**src/reply_regs_defs.svh**
```systemverilog
/*
  Offsets, field positions, reset values and sizes of the descriptor
  reply and byte read register slice. Included by the reply_regs module.
*/
`ifndef REPLY_REGS_DEFS_SVH
`define REPLY_REGS_DEFS_SVH
`define ADDR_PTR_HIGH      8'h78
`define ADDR_PTR_LOW       8'h79
`define ADDR_LEN_HIGH      8'h7a
`define ADDR_LEN_LOW       8'h7b
`define ADDR_BYTE_PORT     8'h7c
`define ADDR_RSVD_FIRST    8'h7d
`define ADDR_RSVD_LAST     8'h7f
`define ADDR_DMA_CTRL      8'h80
`define PTR_WIDTH          12
`define LEN_WIDTH          10
`define PTR_HIGH_BITS      4
`define LEN_HIGH_BITS      2
`define PTR_RESET          12'h000
`define LEN_RESET          10'h000
`define BUF_LAST_ADDR      12'h9ff
`define CTRL_ACTIVE_BIT    7
`define CTRL_ARM_BIT       6
`define FIFO_DEPTH         16
`define MAX_PACKET_DEFAULT 10'h040
`endif

```
**src/reply_regs_pkg.sv**
```systemverilog
/*
  Types shared by the register slice. No assumptions on surroundings.
*/
`default_nettype none
package reply_regs_pkg;
  typedef enum logic [1:0] {
    CHAN_IDLE,
    CHAN_RUN,
    CHAN_DRAIN
  } chan_state_type;
endpackage
`default_nettype wire

```
**src/reply_regs.sv**
```systemverilog
/*
  Descriptor reply pointer and total, byte read port fed through a
  small FIFO, and the first DMA channel's buffer control bits.
  Assumes a synchronous CPU register strobe interface on CLOCK, and that
  the endpoint buffer, reply engine and DMA engine sit outside.
*/
`timescale 1ns/1ps
`default_nettype none
`include "reply_regs_defs.svh"
module reply_regs #(
  parameter int                     FIFO_WIDTH = 8,
  parameter int                     FIFO_DEPTH = `FIFO_DEPTH,
  parameter logic [`LEN_WIDTH-1:0]  MAX_PACKET = `MAX_PACKET_DEFAULT
) (
  // Clock and reset
  input  wire logic                  CLOCK,
  input  wire logic                  RST_N,
  // CPU register port
  input  wire logic [7:0]            REG_ADDR,
  input  wire logic                  REG_WR,
  input  wire logic                  REG_RD,
  input  wire logic [7:0]            REG_WDATA,
  output logic [7:0]                 REG_RDATA,
  // Reply engine
  input  wire logic                  REPLY_ACTIVE,
  input  wire logic                  IN_DONE,
  input  wire logic [`LEN_WIDTH-1:0] IN_BYTES_SENT,
  output logic [`PTR_WIDTH-1:0]      REPLY_START_POINTER,
  output logic [`LEN_WIDTH-1:0]      REPLY_BYTE_TOTAL,
  // Endpoint buffer read stream
  input  wire logic                  CPU_READ_ATTACH,
  input  wire logic [11:0]           READABLE_BYTE_COUNT,
  input  wire logic                  BUF_VALID,
  output logic                       BUF_READY,
  input  wire logic [7:0]            BUF_DATA,
  output logic                       READABLE_COUNT_VALID,
  // First DMA channel
  input  wire logic                  DMA_START,
  input  wire logic                  DMA_FINISH,
  input  wire logic                  DMA_BUF_EMPTY,
  input  wire logic                  DMA_EP_IS_IN,
  input  wire logic [`LEN_WIDTH-1:0] DMA_BUF_REMAIN,
  output logic                       BUFFER_ACTIVE,
  output logic                       SHORT_PACKET_ENABLE_SET
);
  reply_regs_pkg::chan_state_type state;
  reply_regs_pkg::chan_state_type next_state;
  logic [`PTR_WIDTH-1:0] reply_start_pointer;
  logic [`LEN_WIDTH-1:0] reply_byte_total;
  logic                  auto_short_packet_arm;
  logic                  fifo_valid;
  logic [7:0]            fifo_data;
  logic                  port_read;
  logic                  wr_ptr_high;
  logic                  wr_ptr_low;
  logic                  wr_len_high;
  logic                  wr_len_low;
  logic                  wr_ctrl;
  logic                  short_pulse;
  logic [7:0]            next_rdata;

  // Write strobes per register, reserved addresses decode to nothing
  assign wr_ptr_high = REG_WR && (REG_ADDR == `ADDR_PTR_HIGH);
  assign wr_ptr_low  = REG_WR && (REG_ADDR == `ADDR_PTR_LOW);
  assign wr_len_high = REG_WR && (REG_ADDR == `ADDR_LEN_HIGH);
  assign wr_len_low  = REG_WR && (REG_ADDR == `ADDR_LEN_LOW);
  assign wr_ctrl     = REG_WR && (REG_ADDR == `ADDR_DMA_CTRL);
  // A port read pops one byte only when the buffer is attached
  assign port_read   = REG_RD && (REG_ADDR == `ADDR_BYTE_PORT)
                       && CPU_READ_ATTACH;

  // Reply start pointer: CPU writes, advance on each finished IN while REPLY_ACTIVE
  always_ff @(posedge CLOCK or negedge RST_N) begin
    if (!RST_N) begin
      reply_start_pointer <= `PTR_RESET;
    end else if (REPLY_ACTIVE && IN_DONE) begin
      // Hardware update wins over a simultaneous CPU write
      reply_start_pointer <= reply_start_pointer
        + `PTR_WIDTH'(IN_BYTES_SENT);
    end else if (wr_ptr_high) begin
      // Whole range accepted, no clamp to endpoint areas
      reply_start_pointer[`PTR_WIDTH-1:8] <=
        REG_WDATA[`PTR_HIGH_BITS-1:0];
    end else if (wr_ptr_low) begin
      reply_start_pointer[7:0] <= REG_WDATA;
    end
  end

  // Reply byte total: CPU writes, reduce on each finished IN while REPLY_ACTIVE
  always_ff @(posedge CLOCK or negedge RST_N) begin
    if (!RST_N) begin
      reply_byte_total <= `LEN_RESET;
    end else if (REPLY_ACTIVE && IN_DONE) begin
      reply_byte_total <= (IN_BYTES_SENT > reply_byte_total) ? '0
        : reply_byte_total - IN_BYTES_SENT;
    end else if (wr_len_high) begin
      reply_byte_total[`LEN_WIDTH-1:8] <=
        REG_WDATA[`LEN_HIGH_BITS-1:0];
    end else if (wr_len_low) begin
      reply_byte_total[7:0] <= REG_WDATA;
    end
  end

  assign REPLY_START_POINTER = reply_start_pointer;
  assign REPLY_BYTE_TOTAL    = reply_byte_total;

  // Prefetch buffer between endpoint store and the byte port
  byte_fifo #(
    .WIDTH (FIFO_WIDTH),
    .DEPTH (FIFO_DEPTH)
  ) u_fifo (
    .clk       (CLOCK),
    .rst_n     (RST_N),
    .in_valid  (BUF_VALID && CPU_READ_ATTACH),
    .in_ready  (BUF_READY),
    .in_data   (BUF_DATA),
    .out_valid (fifo_valid),
    .out_ready (port_read),
    .out_data  (fifo_data)
  );

  // Count valid only while attached for reading
  assign READABLE_COUNT_VALID = CPU_READ_ATTACH;

  // Automatic short packet arm, CPU writable
  always_ff @(posedge CLOCK or negedge RST_N) begin
    if (!RST_N) begin
      auto_short_packet_arm <= 1'b0;
    end else if (wr_ctrl) begin
      auto_short_packet_arm <= REG_WDATA[`CTRL_ARM_BIT];
    end
  end

  // Channel activity sequence
  always_comb begin
    next_state = state;
    case (state)
      reply_regs_pkg::CHAN_IDLE: begin
        if (DMA_START) begin
          next_state = reply_regs_pkg::CHAN_RUN;
        end
      end
      reply_regs_pkg::CHAN_RUN: begin
        if (DMA_FINISH) begin
          next_state = DMA_BUF_EMPTY ? reply_regs_pkg::CHAN_IDLE
                                     : reply_regs_pkg::CHAN_DRAIN;
        end
      end
      reply_regs_pkg::CHAN_DRAIN: begin
        if (DMA_START) begin
          next_state = reply_regs_pkg::CHAN_RUN;
        end else if (DMA_BUF_EMPTY) begin
          next_state = reply_regs_pkg::CHAN_IDLE;
        end
      end
      default: begin
        next_state = reply_regs_pkg::CHAN_IDLE;
      end
    endcase
  end

  // State register
  always_ff @(posedge CLOCK or negedge RST_N) begin
    if (!RST_N) begin
      state <= reply_regs_pkg::CHAN_IDLE;
    end else begin
      state <= next_state;
    end
  end

  // Active while running or draining
  assign BUFFER_ACTIVE = (state != reply_regs_pkg::CHAN_IDLE);

  // Short packet enable request at channel end
  assign short_pulse = auto_short_packet_arm && DMA_EP_IS_IN
    && (state == reply_regs_pkg::CHAN_RUN) && DMA_FINISH
    && (DMA_BUF_REMAIN != '0)
    && (DMA_BUF_REMAIN < MAX_PACKET);

  // Registered one-cycle request
  always_ff @(posedge CLOCK or negedge RST_N) begin
    if (!RST_N) begin
      SHORT_PACKET_ENABLE_SET <= 1'b0;
    end else begin
      SHORT_PACKET_ENABLE_SET <= short_pulse;
    end
  end

  // Read data mux, reserved bits and addresses give zero
  always_comb begin
    next_rdata = 8'h00;
    case (REG_ADDR)
      `ADDR_PTR_HIGH: begin
        next_rdata[`PTR_HIGH_BITS-1:0] =
          reply_start_pointer[`PTR_WIDTH-1:8];
      end
      `ADDR_PTR_LOW: begin
        next_rdata = reply_start_pointer[7:0];
      end
      `ADDR_LEN_HIGH: begin
        next_rdata[`LEN_HIGH_BITS-1:0] = reply_byte_total[`LEN_WIDTH-1:8];
      end
      `ADDR_LEN_LOW: begin
        next_rdata = reply_byte_total[7:0];
      end
      `ADDR_BYTE_PORT: begin
        next_rdata = (port_read && fifo_valid) ? fifo_data : 8'h00;
      end
      `ADDR_DMA_CTRL: begin
        next_rdata[`CTRL_ACTIVE_BIT] = BUFFER_ACTIVE;
        next_rdata[`CTRL_ARM_BIT]    = auto_short_packet_arm;
      end
      default: begin
        next_rdata = 8'h00;
      end
    endcase
  end

  // Registered read data, captured on a read strobe
  always_ff @(posedge CLOCK or negedge RST_N) begin
    if (!RST_N) begin
      REG_RDATA <= 8'h00;
    end else if (REG_RD) begin
      REG_RDATA <= next_rdata;
    end
  end
endmodule
`default_nettype wire

```
**src/byte_fifo.sv**
```systemverilog
/*
  Synchronous FIFO with valid and ready on both sides.
  Assumes one clock and an asynchronous active low reset.
*/
`timescale 1ns/1ps
`default_nettype none
module byte_fifo #(
  parameter int WIDTH = 8,
  parameter int DEPTH = 16
) (
  // Clock and reset
  input  wire logic             clk,
  input  wire logic             rst_n,
  // Fill side
  input  wire logic             in_valid,
  output logic                  in_ready,
  input  wire logic [WIDTH-1:0] in_data,
  // Drain side
  output logic                  out_valid,
  input  wire logic             out_ready,
  output logic [WIDTH-1:0]      out_data
);
  localparam int AW = $clog2(DEPTH);
  logic [WIDTH-1:0] mem [DEPTH];
  logic [AW-1:0]    wr_ptr;
  logic [AW-1:0]    rd_ptr;
  logic [AW:0]      count;
  logic             push;
  logic             pop;

  // Handshakes
  assign in_ready  = (count != (AW+1)'(DEPTH));
  assign out_valid = (count != '0);
  assign push      = in_valid && in_ready;
  assign pop       = out_valid && out_ready;
  assign out_data  = mem[rd_ptr];

  // Storage
  always_ff @(posedge clk) begin
    if (push) begin
      mem[wr_ptr] <= in_data;
    end
  end

  // Pointers and fill level
  always_ff @(posedge clk or negedge rst_n) begin
    if (!rst_n) begin
      wr_ptr <= '0;
      rd_ptr <= '0;
      count  <= '0;
    end else begin
      if (push) begin
        wr_ptr <= (wr_ptr == AW'(DEPTH-1)) ? '0 : wr_ptr + 1'b1;
      end
      if (pop) begin
        rd_ptr <= (rd_ptr == AW'(DEPTH-1)) ? '0 : rd_ptr + 1'b1;
      end
      count <= count + (AW+1)'(push) - (AW+1)'(pop);
    end
  end
endmodule
`default_nettype wire

```
**config.mk**
```make
export PLATFORM = sky130hd
export DESIGN_NAME = reply_regs
export DESIGN_NICKNAME = d
export VERILOG_FILES = /design/src/reply_regs_pkg.sv /design/src/reply_regs.sv /design/src/byte_fifo.sv
export VERILOG_INCLUDE_DIRS = /design/src
export SDC_FILE = /design/constraint.sdc
export NUM_CORES = 1
export LEC_CHECK = 0
export BUFFER_PORTS_ARGS = -buffer_cell sky130_fd_sc_hd__buf_2
export CAP_MARGIN = 20
export CELL_PAD_IN_SITES_DETAIL_PLACEMENT = 1
export CELL_PAD_IN_SITES_GLOBAL_PLACEMENT = 1
export CORE_AREA = 3 3 109 163
export CTS_CLUSTER_SIZE = 24
export DETAILED_ROUTE_END_ITERATION = 12
export DIE_AREA = 0 0 112 166
export GPL_TIMING_DRIVEN = 0
export PLACE_DENSITY = 0.84
export SYNTH_ARGS = -nofsm -noshare
export SYNTH_HDL_FRONTEND = slang
export SYNTH_SLANG_ARGS = --single-unit
export TNS_END_PERCENT = 10
```
**constraint.sdc**
```tcl
create_clock -name CLOCK -period 8.1 [get_ports CLOCK]
set_clock_uncertainty 0.15 [all_clocks]
set_input_delay 1.215 -clock CLOCK [delete_from_list [all_inputs] [get_ports CLOCK]]
set_output_delay 1.215 -clock CLOCK [all_outputs]
set_load 0.01 [all_outputs]
```
==> results of run 1 <==
[cells by family (layout without fill, tap and decap cells)]
| group | Yosys count | in the layout | synth area share (%) |
|---|---|---|---|
| mux | 73 | 73 | 14.2 |
| simple gates | 131 | 131 | 7.62 |
| buf+inv | 53 | 177 | 2.99 |
| xor+xnor | 21 | 21 | 2.17 |
| compound gates | 109 | 109 | 8.62 |
| flops | 175 | 175 | 59.1 |
| fa+ha+maj | 34 | 34 | 5.28 |
[final cells by class]
type | instances | share of cell area [%]
inverter | 27 | 1.03
timing repair buffer | 92 | 4.84
clock buffer | 17 | 4.33
tap | 206 | 2.62
multi-input combinational | 368 | 32.8
sequential | 175 | 51.1
clock inverter | 15 | 1.74
buffer | 26 | 1.55
[cells in the mapped netlist, drive strengths merged (7+ instances only)]
cell type  number  share of area [%]
clkbuf         11               0.50
a21oi          23                1.4
mux4           34                9.5
edfxtp        128                 45
mux2            7               0.93
nor2           36                1.6
nand3          10               0.59
nor2b          11               0.81
a21o           10               0.88
a211oi         13                1.3
o21ai          26                1.5
inv            27                1.2
dfrtp          47                 14
nand2          35                1.5
nor3            9               0.53
ha             31                4.6
mux2i          32                3.8
buf            15                1.3
xnor2          15                1.5
[layer usage]
layer	part of all wire [%]	GRT usage [%]
met1	36	28.6
met2	56	49.9
met5	0	0
met4	4.0	10.4
met3	3.7	4.45
[power groups by stage]
| stage | Combinational, W | Clock, W | Sequential (W) |
|---|---|---|---|
| 2_1_floorplan | 0.000382 | 0 | 0.00112 |
| 3_5_place_dp | 0.000591 | 0 | 0.00114 |
| 5_1_grt | 0.000666 | 0.000877 | 0.00113 |
| 3_3_place_gp | 0.000546 | 0 | 0.00113 |
| 6_report | 0.000598 | 0.000822 | 0.00112 |
| 4_1_cts | 0.000598 | 0.000831 | 0.00112 |
[sequential cells by signal (all words and copies together) (netlist names)]
name and cells:
u_fifo.mem 128, REPLY_START_POINTER 12, u_fifo.rd_ptr 4, u_fifo.wr_ptr 4
REG_RDATA 8, REPLY_BYTE_TOTAL 10, state 2, auto_short_packet_arm 1
u_fifo.count 5, SHORT_PACKET_ENABLE_SET 1
[metrics by stage]
step | utilization (%) | std cells | power (W) | worst slack (ns)
5_1_grt | 60.2 | 926 | 0.00267 | 3.92
6_report | 60.2 | 926 | 0.00254 | 4.13
3_5_place_dp | 56.4 | 893 | 0.00173 | 3.74
4_1_cts | 60.0 | 925 | 0.00255 | 4.10
3_3_place_gp | 56.3 | 891 | 0.00168 | 3.88
2_1_floorplan | - | 596 | 0.00151 | 4.53
[worst paths after layout]
| kind | startpoint | end | slack (ns) | cells past startpoint |
|---|---|---|---|---|
| max | REG_ADDR[0] | u_fifo.count[4] | 4.13 | 14 |
| min | REG_RDATA[1] | REG_RDATA[1] | 0.36 | 1 |
| max reg2reg | u_fifo.count[3] | u_fifo.count[4] | 4.69 | 14 |
| min reg2reg | REG_RDATA[1] | REG_RDATA[1] | 0.36 | 1 |
| max in group asynchronous | RST_N | REPLY_START_POINTER[9] | 6.80 | 2 |
| min in group asynchronous | RST_N | REPLY_START_POINTER[1] | 0.48 | 1 |
==> summary.md, run 1 <==
| Metric | Value |
|---|---|
| Sequential Power Share | `44.1%` |
| NetSw | `0.000807 W` |
| Final std cell area, no fill | `9830 um^2` |
| WL/cell | `25.8 um` |
| Routability-driven placement congestion ratio | `0.983` |
| Post-Route WL | `23900 um` |
| CP required | `8.27 ns` |
| Reg area | `5020 um^2` |
| Most frequent cells in the layout | `edfxtp_1 (128), buf_2 (97), dfrtp_1 (47)` |
| Clk_lat worst skew | `0.43 ns` |
| Final worst path period share | `49.0%` |
| Max_cap viols | `0` |
| First-pass GRT wire length | `37000 um` |
| Worst EP arrival | `4.14 ns` |
| Synthesis-stage register bit count | `175` |
| Number of global-route vias before repair | `6336` |
| GR Overflow Total | `0` |
| Slowest cell on the critical path | `nor3_1` |
| Crit-path max cell delay | `0.68 ns` |
| Mean area per synthesized cell | `14.2 um^2` |
| Number of buffers and inverters on the critical path | `4` |
| Area Growth Syn to Fin | `15.8%` |
| Row cnt | `57` |
| Setup_tns | `0 ns` |
| CTS tree | `yes` |
| H-tree depth | `4` |
| Share of post-route cells with drive strength above 1 | `24.9%` |
| RSZ-0062 raised after global routing | `no` |
| Worst hold path class | `reg2reg` |
| Final slew viol count | `0` |
| Least-Margin Pin Slew | `0.940 ns` |
| Distinct cells, synth | `62` |
| Gate count of the mapped netlist | `596` |
| Height of the die | `166 um` |
| Root buf cell | `clkbuf_16` |
| Cell Int Power | `0.00173 W` |
| Filler Cell Count | `1618` |
| Sequential area share after synthesis | `59.1%` |
| Critical path class | `in2reg` |
| Status | `finished, final reports clean` |
| Placed inst area | `9210 um^2` |
| Vias | `5691` |
| Post-synth EDFFs | `128` |
| FFs w/ async S/R, synth | `26.9%` |
| Total GRT Usage | `26.3%` |
| Multi-input gate area | `3220 um^2` |
| F_max | `252 MHz` |
| Total Nets Final | `809` |
| Final-report hold violation count | `0` |
| Type of origin of the critical path | `input pin` |
| Final Setup Violations | `0` |
| IO buf count | `89` |
| Cell chain of the critical path | `buf_2 -> nor2_1 -> nand3_1 -> nor3_1 -> ha_1 -> inv_1 -> ha_1 -> inv_1 -> fa_1 -> inv_1 -> a21oi_1 -> nor2_1 -> nor2_1 -> xnor2_1` |
| Clock Tree Buf Depth | `2` |
| Critical path's top delay family | `simple AND/OR/NAND/NOR gates` |
| Post-synth top flop | `edfxtp_1` |
| Die Span X | `112 um` |
| Cell Pwr Density | `259 nW/um^2` |
| Core box area | `16300 um^2` |
| Post-CTS Setup Bufs | `0` |
| Pin count of the biggest net entering global routing | `48` |
| I/O Pins | `102` |
| Endpoint type of the worst setup path | `flip-flop` |
| N_diodes | `0` |
| # clock sinks | `175` |
| Full die area | `18600 um^2` |
| Routed Antenna Nets | `0` |
| Switching Share | `31.8%` |
| Worst Path Max Fanout | `7` |
| Hpwl dp | `17700 um` |
| DRC violation count after routing | `0` |
| WHS | `0.362 ns` |
| DR pass1 iterations | `4` |
| Final Critical Period | `3.97 ns` |
| Slew headroom | `37.1%` |
| Vias per cell | `6.15` |
| Clock slew at reported path FFs | `0.08 ns` |
| Warnings, synthesis | `0` |
| Post-synth net total | `698` |
| Post-CTS Resized | `0` |
| Cell Area, Synth | `8490 um^2` |
| Initial antenna violation count | `0` |
| Clk pwr share | `32.3%` |
| CTS Hold Buffers Added | `0` |
| Peak supply drop | `0.000160 V` |
| Number of DRC markers in iteration 0 | `393` |
| Most common cell after layout, fill and taps aside | `edfxtp_1` |
| Combinational share of power | `23.5%` |
| Initial Util | `52.0%` |
| Leakage | `3.97 nW` |
| CTS Buf Count | `17` |
(Power assumes the default switching activity.)
==> run 2: changes to the inputs <==
Settings changed: CORE_AREA 3 3 109 163 to 3 3 118 177, DIE_AREA 0 0 112 166 to 0 0 121 180, PLACE_DENSITY 0.84 to 0.75.
Clock period 8.1 ns to 3.41 ns, I/O delays scaled along.
==> run 2 against run 1 <==
  * Final area increased by 1.3%
  * First-iteration DRC count decreased by 19%
  * Final cell count increased by 5.7%
  * Total power increased by 140%
  * Clock-buffer cell count unchanged
  * Via count decreased by 2.3%
  * Sequential power increased by 140%
  * Critical path depth unchanged
  * Die area increased by 17%
  * Utilization decreased by 9.5 points
  * Register-to-register slack got worse by 4.3 ns
  * Global-route usage decreased by 4.4 points
  * Critical endpoint unchanged
  * Largest cell class unchanged
==> summary.md, run 2 (synthesis gave the netlist of run 1 again) <==
| Metric | Value |
|---|---|
| Met1 WL | `8030 um` |
| N_diodes | `0` |
| Leakage | `4.00 nW` |
| Worst hold path class | `in2reg` |
| Power, Total | `0.00616 W` |
| Pin count of the biggest net entering global routing | `35` |
| Routability-driven placement congestion ratio | `0.872` |
| Least-Margin Pin Slew | `0.936 ns` |
| Biggest register | `u_fifo.mem` |
| Final Setup Violations | `0` |
| Final std cell area, no fill | `9950 um^2` |
| IO buf count | `89` |
| Setup ws final | `0.371 ns` |
| Area Growth Syn to Fin | `17.3%` |
| Worst EP arrival | `3.20 ns` |
| Vias | `5560` |
| Status | `finished, final reports clean` |
| Final worst path period share | `89.1%` |
| Root buf cell | `clkbuf_16` |
| Endpoint type of the worst setup path | `flip-flop` |
| Vias per cell | `5.68` |
| GR Overflow Total | `0` |
| CTS tree | `yes` |
| NetSw | `0.00184 W` |
| Combinational share of power | `23.1%` |
| Worst Path Max Fanout | `7` |
| Critical path class | `in2reg` |
| Share of post-route cells with drive strength above 1 | `25.0%` |
| Final slew viol count | `0` |
| Peak supply drop | `0.000324 V` |
| Post-Route WL | `23100 um` |
| Number of global-route vias before repair | `6426` |
| F_max | `329 MHz` |
| Routed Antenna Nets | `0` |
| CP required | `3.57 ns` |
| # clock sinks | `175` |
| Slew headroom | `37.2%` |
| Total Nets Final | `809` |
| I/O Pins | `102` |
| CTS Buf Count | `17` |
| Top sig layer | `met4` |
| Cell Pwr Density | `619 nW/um^2` |
| Placed inst area | `9300 um^2` |
| Type of origin of the critical path | `input pin` |
| Core box area | `19600 um^2` |
| DRC violation count after routing | `0` |
| Sequential Power Share | `43.1%` |
| Clk pwr share | `33.8%` |
| Most frequent cells in the layout | `edfxtp_1 (128), buf_2 (96), dfrtp_1 (47)` |
| Met3 wire len | `845 um` |
| Initial Util | `43.2%` |
| WL/cell | `23.6 um` |
| Clock Tree Buf Depth | `2` |
| Row cnt | `63` |
| Clock slew at reported path FFs | `0.07 ns` |
| Total GRT Usage | `21.9%` |
| Max_cap viols | `0` |
| Pre-CTS setup slack | `-0.303 ns` |
| Filler Cell Count | `1964` |
| Cell Int Power | `0.00432 W` |
| Initial antenna violation count | `0` |
| First-pass GRT wire length | `36000 um` |
| Full die area | `21800 um^2` |
| Die Span X | `121 um` |
| Hpwl dp | `17400 um` |
| Height of the die | `180 um` |
| RSZ-0062 raised after global routing | `no` |
| Final Critical Period | `3.04 ns` |
| Max FFs per register | `128` |
| Switching Share | `29.9%` |
| Most common cell after layout, fill and taps aside | `edfxtp_1` |
| H-tree depth | `4` |
| DR pass1 iterations | `4` |
| Clk_lat worst skew | `0.42 ns` |
| Final-report hold violation count | `0` |
| Met2 wire len | `13200 um` |
| Number of DRC markers in iteration 0 | `317` |
[run 2: cell count changes in the layout (fill, tap and decap cells not counted), sizes merged]
cell         delta
buf             -1
bufinv          +3
clkinv          +2
clkinvlp        -3
dlygate4sd3     +1
inv             -3
[run 2: metrics by stage]
stage / cells / util [%] / hold WS (ns) / setup TNS [ns]
finish: 979 / 50.7 / 0.0846 / 0
CTS: 979 / 50.6 / 0.0674 / 0
detailed placement: 947 / 47.4 / 0.296 / -0.324
global placement: 945 / 47.2 / 0.320 / -0.208
floorplan: 596 / - / 0.0659 / 0
global route: 979 / 50.7 / 0.0579 / 0
[run 2: layout make-up]
class	instances	area, um^2	area share, %
Inverter	27	101	1.02
Sequential cell	175	5020	50.4
Clock inverter	14	208	2.09
Tap cell	260	325	3.27
Buffer	26	153	1.53
Timing Repair Buffer	92	480	4.83
Multi-Input combinational cell	368	3240	32.5
Clock buffer	17	425	4.27
[run 2: power groups by stage]
stage / Clock (W) / Combinational (W) / Sequential, W
4_1_cts: 0.00212 / 0.00143 / 0.00265
6_report: 0.00209 / 0.00142 / 0.00265
2_1_floorplan: 0 / 0.000908 / 0.00267
5_1_grt: 0.00222 / 0.00157 / 0.00267
3_5_place_dp: 0 / 0.00141 / 0.00269
3_3_place_gp: 0 / 0.00129 / 0.00267
[run 2: what timing repair did]
item / 4_1_cts / 5_1_grt
resized for setup: 0 / 2
hold buffers: 1 / 0
endpoints found under the setup margin: 0 / 1
setup buffers: 0 / 0
hold endpoints to repair: 13 / 0
[run 2: worst max-delay path, stage by stage]
cell and delay [ns]:
buf_2 0.12, nor2_1 0.45, nand3_1 0.23, nor3_2 0.40, ha_1 0.31, inv_1 0.06
ha_1 0.17, inv_1 0.06, fa_1 0.45, inv_1 0.08, a21oi_1 0.07, nor2_1 0.10
nor2_1 0.07, xnor2_1 0.12
[run 2: final timing paths]
kind | startpoint | end | slack, ns | cells after the start
worst max-delay path | REG_ADDR[1] | u_fifo.count[4] | 0.37 | 14
worst min-delay path | DMA_BUF_EMPTY | state[1] | 0.08 | 2
worst max register to register | u_fifo.count[3] | u_fifo.count[4] | 0.41 | 14
worst min register to register | REG_RDATA[1] | REG_RDATA[1] | 0.34 | 1
max in group asynchronous | RST_N | REPLY_START_POINTER[7] | 2.21 | 3
min in group asynchronous | RST_N | REPLY_START_POINTER[0] | 0.37 | 2
[run 2: layer usage]
layer | track usage (%) | vias up
li1 | - | 2511
met4 | 9.62 | 0
met2 | 42.4 | 155
met5 | 0 | -
met1 | 22.2 | 2843
met3 | 3.71 | 51
==> run 3: changes to the inputs <==
Settings changed: CORE_AREA 3 3 118 177 to 3 3 113 169, DIE_AREA 0 0 121 180 to 0 0 116 172, MAX_ROUTING_LAYER set to met4, PLACE_DENSITY 0.75 to 0.78.
Clock period 3.41 ns to 3.1 ns, I/O delays scaled along.
==> run 3 against run 2 <==
  * Register-to-register slack lost 0.18 ns
  * Non-clock buffer count shrank 1
  * Sequential share of layout area grew 0.50 points
  * Highest routed layer unchanged
  * Via count shrank 1.3%
  * Final area shrank 0.98%
  * Clock power is essentially flat
  * Combinational power grew 9%
==> summary.md, run 3 (synthesis gave the netlist of run 1 again) <==
| Metric | Value |
|---|---|
| Core box area | `17900 um^2` |
| Final slew viol count | `0` |
| CTS Buf Count | `17` |
| Worst hold path class | `in2reg` |
| Cell Pwr Density | `667 nW/um^2` |
| Final Setup Violations | `0` |
| Final-report hold violation count | `0` |
| Peak supply drop | `0.000445 V` |
| Clk_lat worst skew | `0.43 ns` |
| IO buf count | `89` |
| Worst EP arrival | `2.76 ns` |
| Leakage | `3.97 nW` |
| Share of post-route cells with drive strength above 1 | `25.3%` |
| Number of DRC markers in iteration 0 | `341` |
| Worst Path Max Fanout | `10` |
| Number of global-route vias before repair | `6001` |
| Clock Tree Buf Depth | `2` |
| # clock sinks | `175` |
| Full die area | `20000 um^2` |
| Max FFs per register | `128` |
| Vias | `5488` |
| Least-Margin Pin Slew | `0.994 ns` |
| F_max | `349 MHz` |
| Routability-driven placement congestion ratio | `0.897` |
| Area Growth Syn to Fin | `16.1%` |
| Pin count of the biggest net entering global routing | `35` |
| Post-CTS Setup Bufs | `0` |
| Row cnt | `60` |
| Total Nets Final | `808` |
| Status | `finished, final reports clean` |
| Final Critical Period | `2.87 ns` |
| Die Span X | `116 um` |
| Slew headroom | `33.4%` |
| WHS | `0.0402 ns` |
| Setup_tns | `0 ns` |
| Initial antenna violation count | `0` |
| Vias per cell | `5.86` |
| Endpoint type of the worst setup path | `flip-flop` |
| GR Overflow Total | `0` |
| WL/cell | `24.8 um` |
| Crit-path max cell delay | `0.79 ns` |
| H-tree depth | `4` |
| Total GRT Usage | `25.1%` |
| Root buf cell | `clkbuf_16` |
| I/O Pins | `102` |
| Post-Route Utilization | `55.2%` |
| CTS tree | `yes` |
| Routed Antenna Nets | `0` |
| Slowest cell on the critical path | `nor3_2` |
| Most frequent cells in the layout | `edfxtp_1 (128), buf_2 (95), dfrtp_1 (47)` |
| Initial Util | `47.5%` |
| Post-Route WL | `23200 um` |
| Clock slew at reported path FFs | `0.08 ns` |
| First-pass GRT wire length | `35600 um` |
| Hpwl dp | `17300 um` |
| DRC violation count after routing | `0` |
| Biggest register | `u_fifo.mem` |
| Critical path class | `reg2reg` |
| CP required | `2.99 ns` |
| Height of the die | `172 um` |
| RSZ-0062 raised after global routing | `no` |
| Type of origin of the critical path | `flip-flop` |
| Filler Cell Count | `1781` |
| Most common cell after layout, fill and taps aside | `edfxtp_1` |
| Max_cap viols | `0` |
| Cell chain of the critical path | `inv_1 -> ha_1 -> nand4_1 -> and3_1 -> clkbuf_1 -> nand2_1 -> nor3_2` |
| N_diodes | `0` |
| Final worst path period share | `92.5%` |
| DR pass1 iterations | `4` |
-- run 3: changes by cell type in the layout (fill, tap and decap cells not counted), moves of 2 or more --
| cell | change |
|---|---|
| clkinvlp_4 | +2 |
| bufinv_16 | -3 |
| clkinv_4 | -4 |
| inv_6 | +2 |
| clkinv_2 | +2 |
-- run 3: metal layers --
metal,GRT usage (%),share of wire (%)
met4,9.29,2.9
met2,47.5,58
met1,26.5,36
met3,2.80,3.4
met5,-,0
-- run 3: worst max-delay path, delay by kind of cell (launching register included) --
kind	cells	cell delay, ns
buffers and inverters	2	0.42
AND/OR/NAND/NOR	4	1.33
flip-flops	1	0.36
adder cells (fa/ha/maj)	1	0.22
-- run 3: what timing repair did --
item                       4_1_cts  5_1_grt
hold endpoints to repair        13        0
setup endpoints to repair        1        1
gates resized for setup          1        3
hold buffers                     1        0
-- run 3: layout make-up --
type	instances	area, um^2	share of cell area (%)
Buffer	26	153	1.55
Clock buffer	17	425	4.32
Clock inverter	15	153	1.55
Inverter	27	101	1.03
Multi-Input combinational cell	368	3260	33.0
Sequential cell	175	5020	50.9
Tap cell	217	272	2.76
Timing Repair Buffer	91	475	4.82
-- run 3: worst paths after layout --
path,from,end,slack [ns],cells after the start
min,DMA_BUF_EMPTY,state[1],0.04,2
max reg2reg,u_fifo.count[2],u_fifo.mem[0][1],0.23,7
max,u_fifo.count[2],u_fifo.mem[0][1],0.23,7
min reg2reg,REG_RDATA[0],REG_RDATA[0],0.34,1
max in group asynchronous,RST_N,REPLY_START_POINTER[8],1.92,3
min in group asynchronous,RST_N,REPLY_START_POINTER[1],0.33,2
-- run 3: stage by stage --
step / area [um^2] / std cells / setup slack [ns] / total power (W)
floorplan: 8490 / 596 / 0.278 / 0.00394
global placement: 9200 / 902 / -0.339 / 0.00440
detailed placement: 9240 / 903 / -0.393 / 0.00450
CTS: 9840 / 936 / 0.0278 / 0.00660
global route: 9850 / 936 / 0.00984 / 0.00692
finish: 9850 / 936 / 0.234 / 0.00658
-- run 3: power by group --
group	switching, W	total, W	leakage (nW)	internal (W)
Sequential	0.000196	0.00294	1.76	0.00274
Combinational	0.000902	0.00155	1.93	0.000648
Clock	0.000957	0.00209	0.279	0.00113
